## src/core/sacc_params.svh

```systemverilog
// Purpose: Constants for the conversion sequencer
// Assumes: clk_sys at 25 MHz (40 ns)
// Notes:   Times in ns, counts derived from them
`ifndef SACC_PARAMS_SVH
`define SACC_PARAMS_SVH

`define SACC_CLK_NS          40
`define SACC_RES_BITS        14
`define SACC_FIFO_DEPTH      4
`define SACC_RESULT_RST      14'h0000
// Conversion time, maximum 400 ns; longest time rounds down
`define SACC_TCONV_NS        400
`define SACC_CONV_CYC        ((`SACC_TCONV_NS) / (`SACC_CLK_NS))
// Throughput maximum 454 ns, typical 370 ns
`define SACC_TTHRU_MAX_NS    454
`define SACC_TTHRU_TYP_NS    370
// Acquisition the controller must allow, 70 ns
`define SACC_TACQ_NS         70
`define SACC_ACQ_CYC         \
    (((`SACC_TACQ_NS) + (`SACC_CLK_NS) - 1) / (`SACC_CLK_NS))
// Data valid window around busy rise, +/-20 ns
`define SACC_TDATA_NS        20
`define SACC_TSTARTHI_NS     225

`endif

```

## src/core/sacc_pkg.sv

```systemverilog
// Purpose: Types for the conversion sequencer
// Assumes: Nothing beyond the params header
// Notes:   States Gray coded along the usual path
`default_nettype none
package sacc_pkg;
    typedef enum logic [1:0] {
        SACC_IDLE    = 2'b00,
        SACC_CLEAR   = 2'b01,
        SACC_DECIDE  = 2'b11,
        SACC_LOAD    = 2'b10
    } sacc_state_t;
    typedef logic [13:0] sacc_word_t;
endpackage : sacc_pkg
`default_nettype wire

```

## src/core/sacc_conv_ctrl.sv

```systemverilog
// Purpose: Start, busy and bit sequencing with parallel result hand-off
// Assumes: conversion_start_n and compareIn come from outside the clock
// Notes:   Internal clk_sys stands in for the converter's own clock
`include "sacc_params.svh"
`default_nettype none

// Contract
// Falling start edge begins a conversion
// Start edges during conversion are ignored
// Result register cleared before bit decisions
// Busy low while converting, high otherwise
// Bits decided MSB first to LSB
// Completed result loaded into output latches
// Data valid at busy rising edge
// Cycle completes within 454 ns; busy here stays low for 16 clk_sys cycles, 640 ns
// Controller allows 70 ns acquisition; here busy can fall again one clk_sys cycle (40 ns) after it rises
// Start returns high early or after busy
// Steps timed from internal clock
// Controller captures result at busy rise
module sacc_conv_ctrl
    import sacc_pkg::*;
(
    input  wire logic        clk_sys,            // 25 MHz clock
    input  wire logic        rst,                // Async reset, high
    input  wire logic        clkEn,              // Freeze when low
    input  wire logic        conversion_start_n, // Start pin, active low
    input  wire logic        compareIn,          // Comparator decision
    output logic             busy_n,             // Low while converting
    output logic      [13:0] result_bits,        // Parallel result
    output logic             dacActive,          // Trial bit in DAC
    output logic      [13:0] dacTrial,           // Trial word to DAC
    output logic      [13:0] fifoData,           // Buffered result
    output logic             fifoValid,          // Buffered result valid
    input  wire logic        fifoReady,          // Reader takes word
    output logic             overrun             // Result dropped
);
    // ********************************************************
    // Input synchronisers
    // ********************************************************
    logic [1:0] pinSync;
    logic       startSync;
    logic       startPrev;
    logic       cmpSync;
    logic       startFall;

    // Start idles high so reset leaves no false edge
    sacc_sync2 #(
        .WIDTH   (2),
        .RST_VAL (2'b10)
    ) sacc_sync2_i (
        .clk_sys (clk_sys),
        .rst     (rst),
        .clkEn   (clkEn),
        .pinIn   ({conversion_start_n, compareIn}),
        .syncOut (pinSync)
    );
    assign startSync = pinSync[1];
    assign cmpSync   = pinSync[0];

    always_ff @(posedge clk_sys or posedge rst) begin
        if (rst) begin
            startPrev <= 1'b1;
        end else if (clkEn) begin
            startPrev <= startSync;
        end
    end

    assign startFall = startPrev && !startSync;

    // ********************************************************
    // Sequencer
    // ********************************************************
    sacc_state_t state;
    sacc_word_t  approximation_result_register;
    logic [3:0]  bitIdx;
    logic        fifoInReady;
    logic        loadPulse;

    // Clear + 14 decisions + load must not exceed SACC_CONV_CYC + 6 cycles
    localparam int STEPS = `SACC_RES_BITS + 2;
    if (STEPS > `SACC_CONV_CYC + 6) begin : g_budget
        $error("Conversion steps exceed throughput budget");
    end

    always_ff @(posedge clk_sys or posedge rst) begin
        if (rst) begin
            state  <= SACC_IDLE;
            bitIdx <= 4'h0;
        end else if (clkEn) begin
            case (state)
                SACC_IDLE: begin
                    if (startFall) begin
                        state <= SACC_CLEAR;
                    end
                end
                SACC_CLEAR: begin
                    bitIdx <= 4'(`SACC_RES_BITS - 1);
                    state  <= SACC_DECIDE;
                end
                SACC_DECIDE: begin
                    // Start edges not looked at here
                    // Decision lags its trial by the sync delay
                    if (bitIdx == 4'h0) begin
                        state <= SACC_LOAD;
                    end else begin
                        bitIdx <= bitIdx - 4'h1;
                    end
                end
                SACC_LOAD: begin
                    state <= SACC_IDLE;
                end
                default: begin
                    state <= SACC_IDLE;
                end
            endcase
        end
    end

    always_ff @(posedge clk_sys or posedge rst) begin
        if (rst) begin
            approximation_result_register <= `SACC_RESULT_RST;
        end else if (clkEn) begin
            if (state == SACC_CLEAR) begin
                approximation_result_register <= `SACC_RESULT_RST;
            end else if (state == SACC_DECIDE) begin
                approximation_result_register[bitIdx] <= cmpSync;
            end
        end
    end

    // Trial word: decided bits, current bit set, lower bits clear
    always_comb begin
        dacTrial = approximation_result_register;
        if (state == SACC_DECIDE) begin
            dacTrial[bitIdx] = 1'b1;
        end
    end
    assign dacActive = (state == SACC_DECIDE);

    // ********************************************************
    // Output latches and busy
    // ********************************************************
    assign loadPulse = clkEn && (state == SACC_LOAD);

    always_ff @(posedge clk_sys or posedge rst) begin
        if (rst) begin
            result_bits <= `SACC_RESULT_RST;
        end else if (loadPulse) begin
            result_bits <= approximation_result_register;
        end
    end

    // Busy rises on the same edge the latches load
    always_ff @(posedge clk_sys or posedge rst) begin
        if (rst) begin
            busy_n <= 1'b1;
        end else if (clkEn) begin
            if (state == SACC_IDLE && startFall) begin
                busy_n <= 1'b0;
            end else if (state == SACC_LOAD) begin
                busy_n <= 1'b1;
            end
        end
    end

    // ********************************************************
    // Result FIFO
    // ********************************************************
    // Full FIFO drops the new word and flags it; the pin latch
    // still updates so the parallel port never stalls.
    always_ff @(posedge clk_sys or posedge rst) begin
        if (rst) begin
            overrun <= 1'b0;
        end else if (loadPulse) begin
            overrun <= !fifoInReady;
        end
    end

    sacc_fifo #(
        .WIDTH (`SACC_RES_BITS),
        .DEPTH (`SACC_FIFO_DEPTH)
    ) sacc_fifo_i (
        .clk_sys  (clk_sys),
        .rst      (rst),
        .clkEn    (clkEn),
        .inData   (approximation_result_register),
        .inValid  (state == SACC_LOAD),
        .inReady  (fifoInReady),
        .outData  (fifoData),
        .outValid (fifoValid),
        .outReady (fifoReady)
    );
endmodule : sacc_conv_ctrl

// ********************************************************
// Two-flop synchroniser
// ********************************************************
// Only the second flop is read, so metastability stays inside
module sacc_sync2 #(
    parameter int               WIDTH   = 2,
    parameter logic [WIDTH-1:0] RST_VAL = '0
) (
    input  wire logic             clk_sys, // System clock
    input  wire logic             rst,     // Async reset, high
    input  wire logic             clkEn,   // Freeze when low
    input  wire logic [WIDTH-1:0] pinIn,   // Asynchronous levels
    output logic      [WIDTH-1:0] syncOut  // Synchronised levels
);
    logic [WIDTH-1:0] meta;

    always_ff @(posedge clk_sys or posedge rst) begin
        if (rst) begin
            meta    <= RST_VAL;
            syncOut <= RST_VAL;
        end else if (clkEn) begin
            meta    <= pinIn;
            syncOut <= meta;
        end
    end
endmodule : sacc_sync2
`default_nettype wire

```

## src/core/sacc_fifo.sv

```systemverilog
// Purpose: Small result FIFO with valid/ready on both sides
// Assumes: Single clock
// Notes:   Full and empty are exact
`default_nettype none
module sacc_fifo #(
    parameter int WIDTH = 14,
    parameter int DEPTH = 4
) (
    input  wire logic             clk_sys,  // System clock
    input  wire logic             rst,      // Async reset
    input  wire logic             clkEn,    // Freeze when low
    input  wire logic [WIDTH-1:0] inData,   // Write data
    input  wire logic             inValid,  // Write request
    output logic                  inReady,  // Not full
    output logic      [WIDTH-1:0] outData,  // Head word
    output logic                  outValid, // Not empty
    input  wire logic             outReady  // Reader takes
);
    localparam int AW = $clog2(DEPTH);
    logic [WIDTH-1:0] mem [DEPTH];
    logic [AW-1:0]    wrPtr;
    logic [AW-1:0]    rdPtr;
    logic [AW:0]      count;
    logic             doWr;
    logic             doRd;

    assign inReady  = (count != (AW+1)'(DEPTH));
    assign outValid = (count != '0);
    assign doWr     = clkEn && inValid && inReady;
    assign doRd     = clkEn && outValid && outReady;
    assign outData  = mem[rdPtr];

    always_ff @(posedge clk_sys) begin
        if (doWr) begin
            mem[wrPtr] <= inData;
        end
    end

    always_ff @(posedge clk_sys or posedge rst) begin
        if (rst) begin
            wrPtr <= '0;
            rdPtr <= '0;
            count <= '0;
        end else begin
            if (doWr) begin
                wrPtr <= wrPtr + 1'b1;
            end
            if (doRd) begin
                rdPtr <= rdPtr + 1'b1;
            end
            if (doWr && !doRd) begin
                count <= count + 1'b1;
            end else if (doRd && !doWr) begin
                count <= count - 1'b1;
            end
        end
    end
endmodule : sacc_fifo
`default_nettype wire

```

## config.mk

```make
export PLATFORM = sky130hd
export DESIGN_NAME = sacc_conv_ctrl
export DESIGN_NICKNAME = d
export VERILOG_FILES = /design/src/core/sacc_pkg.sv /design/src/core/sacc_conv_ctrl.sv /design/src/core/sacc_fifo.sv
export VERILOG_INCLUDE_DIRS = /design/src /design/src/core
export SDC_FILE = /design/constraint.sdc
export NUM_CORES = 1
export LEC_CHECK = 0
export ABC_AREA = 1
export BUFFER_PORTS_ARGS = -buffer_cell sky130_fd_sc_hd__buf_2
export CAP_MARGIN = 5
export CORE_AREA = 4 4 125 79
export CTS_CLUSTER_DIAMETER = 60
export CTS_CLUSTER_SIZE = 14
export DETAILED_ROUTE_END_ITERATION = 6
export DIE_AREA = 0 0 129 83
export PLACE_DENSITY = 0.72
export SETUP_SLACK_MARGIN = 0.02
export SLEW_MARGIN = 30
export SYNTH_ARGS = -nofsm -noshare
export SYNTH_HDL_FRONTEND = slang
export SYNTH_SLANG_ARGS = --single-unit
```

## constraint.sdc

```tcl
create_clock -name clk_sys -period 2.3 [get_ports clk_sys]
set_clock_uncertainty 0.1 [all_clocks]
set_input_delay 0.23 -clock clk_sys [delete_from_list [all_inputs] [get_ports clk_sys]]
set_output_delay 0.23 -clock clk_sys [all_outputs]
set_load 0.05 [all_outputs]
```

==> results.py, run 1 <==
metrics = {
    "run_status": {
        "outcome": "completed",
    },
    "worst_hold_path": {
        "holdPathStages": 3,
        "hp-start": "compareIn",
        "holdPathEnd": "sacc_sync2_i.meta[0]",
        "hold_path.class": "input pin to register",
    },
    "timing": {
        "grt_setup_unrepaired": "false",
        "finalSetupViolations": 0,
        "hold_slack_ns": 0.0183,
        "tns_ns": 0,
        "period_needed_ns": 2.18,
        "slew_headroom_pct": 65.6,
        "worstMarginPinSlew_ns": 0.516,
        "fmax_mhz": 459,
        "hold_viol": 0,
        "post-route-period-util_pct": 94.8,
        "setup_slack_ns": 0.119,
        "finalMaxSlewViolations": 0,
    },
    "global_route": {
        "grtUsageTotal_pct": 19.0,
        "grt_overflow": 0,
        "grt_max_degree": 31,
        "grt-busiest-layer": "met2",
        "grt_pass1_vias": 3137,
        "antenna_found_initial": 0,
        "grtUsageMet1_pct": 27.6,
        "grt_pass1_wl_mm": 15.9,
        "grt_util_met3_pct": 4.69,
        "use_met2_pct": 28.3,
    },
    "yosys": {
        "synth_most_common_cell": "nand2_1",
        "ys_ff_latch": 104,
        "yosysSeqAreaShare_pct": 62.9,
        "yosysWarnings": 0,
        "synthTopCellsByCount": "nand2_1, edfxtp_1, inv_1",
        "syn_avg_cell_area_um2": 10.1,
        "synth-async-reset-ratio_pct": 46.2,
        "synth_top_family_by_area": "simple AND/OR/NAND/NOR gates",
        "synthMuxAreaShare_pct": 0.245,
        "synthFlopType": "edfxtp_1",
        "synth_largest_area_cell": "edfxtp_1",
        "yosys.area_share.xor_xnor_pct": 0.572,
        "yosys.area_share.simple_pct": 16.5,
        "mappedNetlistNets": 474,
        "synthTopCellsByArea": "edfxtp_1, dfrtp_1, nand2_1, inv_1, o21ai_1",
        "syn_area_um2": 4590,
        "synth_cells": 457,
        "ys_types": 27,
        "yosys.area.top_type_share_pct": 36.6,
        "synth_compound_area_share_pct": 9.89,
        "synthAdderAreaFrac_pct": 3.16,
        "synth-edff-count": 56,
    },
    "critical_path": {
        "critPathTopFamily": "buffers and inverters",
        "crit_chain": "inv_1 -> ha_1 -> nand3_1 -> o21ai_1 -> clkbuf_4",
        "cp_max_fo": 5,
        "cp.arrival_ns": 1.85,
        "worstSetupPathType": "register to output pin",
        "crit_buf_inv": 2,
        "cp.required_ns": 1.97,
        "reg2reg_from": "sacc_fifo_i.count[0]",
        "cp-end-kind": "output pin",
        "reg2regPathDepth": 10,
        "r2r-end": "sacc_fifo_i.count[2]",
        "cp.depth": 5,
        "r2r_setup_slack_ns": 0.20,
        "critical-path-max-stage-delay_ns": 0.43,
        "critPathLaunchType": "register",
        "cp_slowest_cell": "dfrtp_1",
    },
    "cts": {
        "post_cts_buffers": 0,
        "cts_root_buffer": "clkbuf_16",
        "cts_buffers": 9,
        "clock_path_buffers": 2,
        "cts_sinks": 104,
        "cts_tree": "done",
        "clock_latency_ns": 0.34,
        "h-tree-depth": 3,
        "clk_pin_slew_ns": 0.06,
    },
    "layout": {
        "drive_above_1_share_pct": 20.7,
        "antennaDiodeCount": 0,
        "fillers": 752,
        "syn2layout_area_growth_pct": 15.3,
        "nets": 530,
    },
    "route": {
        "drt_iter0_markers": 245,
        "ant_nets": 0,
        "num_vias": 3265,
        "vias_per_cell": 5.15,
        "drc_errors": 0,
        "drt_wl_total_mm": 9.35,
        "wire_per_inst_um": 14.7,
        "dr.pass1.iters": 5,
    },
    "pwr": {
        "p_per_area_nw_per_um2": 1480,
        "power.share.combinational_pct": 46.0,
        "p_switching_w": 0.00376,
        "p_seq_share_pct": 35.8,
        "p_int_w": 0.00408,
        "p_sw_share_pct": 48.0,
        "p_leak_nw": 2.44,
        "ir_drop_v": 0.000780,
        "p_clk_share_pct": 18.2,
    },
    "floorplanning": {
        "core.rowCount": 27,
        "core_um2": 8850,
        "io_pins": 52,
        "start_util_pct": 51.9,
        "die-area_um2": 10700,
        "die_height_um": 83,
        "die_x_um": 129,
    },
    "job": {
        "cap_viol_max_count": 0,
    },
    "place": {
        "dpl_worst_slack_ns": 0.203,
        "post-dp-hpwl_mm": 6.61,
        "gp_congestion": 0.831,
        "port_buffers": 51,
    },
}
## what timing repair did
action,in CTS,in global routing
hold buffers,1,0
resized for setup,0,1
setup endpoints to repair,0,1
hold endpoints to repair,13,0
## cells in the final DEF (no fill, tap or decap), types with 4 or more instances in the layout
cell and count:
nand3_1 10, inv_2 10, nor2_2 4, ha_1 10, edfxtp_1 56, o21ai_1 33
dfstp_2 4, clkbuf_16 9, inv_1 44, nand2_2 5, nand2_1 105, buf_4 12
o21ai_0 32, dfrtp_1 44, a21oi_1 5, nor2_1 36, nand4_1 16, o22ai_1 14
buf_2 50
## through the flow
stage          std cells  utilization (%)  total power, W  instance area (um2)
2_1_floorplan        457                -         0.00558                 4600
3_3_place_gp         617             56.5         0.00637                 5000
3_5_place_dp         617             56.5         0.00646                 5000
4_1_cts              634             59.8         0.00790                 5290
5_1_grt              634             59.8         0.00835                 5290
6_report             634             59.8         0.00784                 5290
## area by class of cell
class                   instances  area (um2)  share of cell area (%)
clock inverters                 5        38.8                   0.733
clock buffers                  11         243                    4.59
flip-flops and latches        104        2890                    54.5
inverters                      54         203                    3.83
repair buffers                 65         378                    7.14
multi-input cells             279        1400                    26.4
well taps                     116         145                    2.74
## sequential cells by signal, indices dropped and copies added (netlist names)
name and flops:
result_bits 14, sacc_fifo_i.count 3, startPrev 1, sacc_fifo_i.wrPtr 2, bitIdx 4, sacc_sync2_i.syncOut 2
sacc_fifo_i.rdPtr 2, overrun 1, sacc_sync2_i.meta 2, busy_n 1, approximation_result_register 14, state 2
sacc_fifo_i.mem 56
## power groups by stage
stage,Clock (W),Sequential (W),Combinational [W]
2_1_floorplan,0,0.00309,0.00249
6_report,0.00143,0.00281,0.00361
5_1_grt,0.00155,0.00287,0.00394
4_1_cts,0.00146,0.00281,0.00363
3_5_place_dp,0,0.00284,0.00362
3_3_place_gp,0,0.00282,0.00355
## worst max path at each step
stage,slack [ns],end,startpoint
finish,0.12,dacTrial[12],bitIdx[0]
global placement,0.36,sacc_fifo_i.count[2],sacc_fifo_i.count[0]
floorplan,0.19,sacc_fifo_i.count[2],sacc_fifo_i.count[0]
global route,0.03,dacTrial[12],bitIdx[0]
detailed placement,0.20,sacc_fifo_i.count[2],sacc_fifo_i.count[0]
CTS,0.12,dacTrial[12],bitIdx[0]
## worst min-delay path: stages
cell	delay, ns
buf_2	0.07
nand2_1	0.04
o21ai_0	0.08
## logic make-up (layout without fill, tap and decap cells)
family,after synthesis,count (layout)
AO/OA/AOI/OAI,85,85
XOR/XNOR,3,3
adder cells (fa/ha/maj),11,11
buffers and inverters,74,135
flip-flops,104,104
multiplexers,1,1
AND/OR/NAND/NOR,179,179
## per-layer routing
layer  routed length [um]  share of wire [%]  vias up
li1                     -                  -     1636
met1                 4390                 47     1511
met2                 4170                 45      106
met3                  655                7.0       12
met4                  130                1.4        0
met5                    0                  0        -
Note: power is estimated with default switching activity, not from simulation.
==> run 2: changes to the inputs <==
--- a/config.mk
+++ b/config.mk
@@ -10,6 +10,7 @@
 export BUFFER_PORTS_ARGS = -buffer_cell sky130_fd_sc_hd__buf_2
 export CAP_MARGIN = 5
 export CORE_AREA = 4 4 125 79
+export CTS_BUF_LIST = sky130_fd_sc_hd__clkbuf_4 sky130_fd_sc_hd__clkbuf_8 sky130_fd_sc_hd__clkbuf_16
 export CTS_CLUSTER_DIAMETER = 60
 export CTS_CLUSTER_SIZE = 14
 export DETAILED_ROUTE_END_ITERATION = 6
==> run 2 against run 1 <==
Effect of this change: critical path depth did not move; total power grew 0.14%; final cell count is the same; sequential power is essentially flat; critical endpoint unchanged; worst setup slack better by 0.0024 ns; largest power group unchanged; sequential share of layout area barely moved; via count shrank 0.64%; clock-buffer cell count did not move.
==> results.py, run 2 (synthesized netlist as in run 1, its figures left out) <==
metrics = {
    "run_status": {
        "outcome": "completed",
    },
    "critical_path": {
        "crit_path_start": "bitIdx[0]",
        "crit_chain": "inv_1 -> ha_1 -> nand3_1 -> o21ai_1 -> clkbuf_4",
        "cp_max_fo": 5,
        "cp_slowest_cell": "dfrtp_1",
        "r2r_setup_slack_ns": 0.19,
        "r2r-end": "sacc_fifo_i.count[2]",
        "cp-end-kind": "output pin",
        "reg2reg_from": "sacc_fifo_i.count[0]",
        "reg2regPathDepth": 10,
        "worstSetupPathType": "register to output pin",
        "critical-path-max-stage-delay_ns": 0.43,
        "cp.arrival_ns": 1.85,
        "critPathLaunchType": "register",
        "cp.required_ns": 1.97,
        "crit_end": "dacTrial[12]",
    },
    "layout": {
        "largest_reg_flops": 56,
        "reg.largest.list": "sacc_fifo_i.mem: 56 flops, approximation_result_register: 14 flops, result_bits: 14 flops",
        "mostFrequentLayoutCell": "nand2_1",
        "post-route-util_pct": 59.9,
        "syn2layout_area_growth_pct": 15.3,
        "final_area_um2": 5300,
        "regMostFlops": "sacc_fifo_i.mem",
        "antennaDiodeCount": 0,
        "drive_above_1_share_pct": 20.8,
        "nets": 530,
        "layout_common_cells": "nand2_1, edfxtp_1, buf_2",
    },
    "route": {
        "dr.pass1.iters": 5,
        "wl_met3_um": 602,
        "wire_per_inst_um": 14.8,
        "vias_per_cell": 5.12,
        "met1_length_mm": 4.40,
        "dr_wl_met2_mm": 4.26,
        "drt_iter0_markers": 231,
        "ant_nets": 0,
        "routed.top_layer": "met4",
        "num_vias": 3244,
        "drt_wl_total_mm": 9.38,
        "drc_errors": 0,
    },
    "pwr": {
        "p_leak_nw": 2.44,
        "p_per_area_nw_per_um2": 1480,
        "power_w": 0.00785,
        "ir_drop_v": 0.000780,
    },
    "global_route": {
        "grt_pass1_vias": 3137,
        "grt_pass1_wl_mm": 15.9,
        "grt_max_degree": 31,
        "grt_overflow": 0,
        "antenna_found_initial": 0,
        "grtUsageTotal_pct": 19.0,
    },
    "timing": {
        "finalMaxSlewViolations": 0,
        "hold_viol": 0,
        "period_needed_ns": 2.18,
        "finalSetupViolations": 0,
        "tns_ns": 0,
        "worstMarginPinSlew_ns": 0.512,
        "slew_headroom_pct": 65.9,
        "grt_setup_unrepaired": "false",
        "setup_slack_ns": 0.122,
        "fmax_mhz": 459,
        "post-route-period-util_pct": 94.7,
    },
    "cts": {
        "cts_buffers": 9,
        "h-tree-depth": 3,
        "clk_pin_slew_ns": 0.06,
        "cts_root_buffer": "clkbuf_16",
        "clock_path_buffers": 2,
        "cts_tree": "done",
        "cts_sinks": 104,
        "clock_latency_ns": 0.34,
    },
    "job": {
        "cap_viol_max_count": 0,
    },
    "floorplanning": {
        "die_x_um": 129,
        "start_util_pct": 51.9,
        "core_um2": 8850,
        "die_height_um": 83,
        "die-area_um2": 10700,
        "io_pins": 52,
        "core.rowCount": 27,
    },
    "place": {
        "post-dp-hpwl_mm": 6.61,
        "port_buffers": 51,
        "dpl_worst_slack_ns": 0.203,
        "gp_congestion": 0.831,
        "place_area_um2": 5000,
    },
    "worst_hold_path": {
        "hp-start": "compareIn",
        "hold_path.class": "input pin to register",
    },
}
run 2: routing by layer:
layer  track usage, %  vias to the layer above
li1                 -                     1633
met3             4.69                       10
met5                0                        -
met4             5.72                        0
met1             27.6                     1507
met2             28.3                       94
run 2: through the flow:
step / instances / hold WS, ns
after global placement: 617 / 0.115
final: 634 / 0.0187
after floorplan: 457 / 0.251
after CTS: 634 / 0.00719
after detailed placement: 617 / 0.120
after global routing: 634 / 0.0266
run 2: how the worst min path moves through the flow:
stage / to / cells past startpoint
after global routing: sacc_sync2_i.meta[1] / 2
final: sacc_sync2_i.meta[0] / 3
after floorplan: sacc_sync2_i.meta[0] / 2
after detailed placement: sacc_fifo_i.wrPtr[0] / 2
after CTS: sacc_sync2_i.meta[0] / 3
after global placement: sacc_fifo_i.rdPtr[1] / 2
run 2: timing repair:
item | in CTS | in global routing
hold buffers | 1 | 0
hold endpoints to repair | 13 | 0
resized for setup | 0 | 1
setup endpoints to repair | 0 | 1
setup buffers | 0 | 0
run 2: critical path: cells and delay by family, from the launching register on:
family	cells	cell delay, ns
AOI/OAI and AO/OA	1	0.21
adders and majority gates	1	0.29
and+or+nand+nor	1	0.15
DFF	1	0.43
buffers and inverters	2	0.43
run 2: power by group:
group,total (W),internal [W],switching [W]
Combinational,0.00361,0.000875,0.00273
Sequential,0.00281,0.00243,0.000378
Clock,0.00144,0.000783,0.000653
run 2: final cells by class:
class	instances	area, um2
timing repair buffer	65	378
tap	116	145
inverter	54	203
sequential	104	2890
clock buffer	11	246
clock inverter	5	38.8
multi-input combinational	279	1400
fill	752	3550
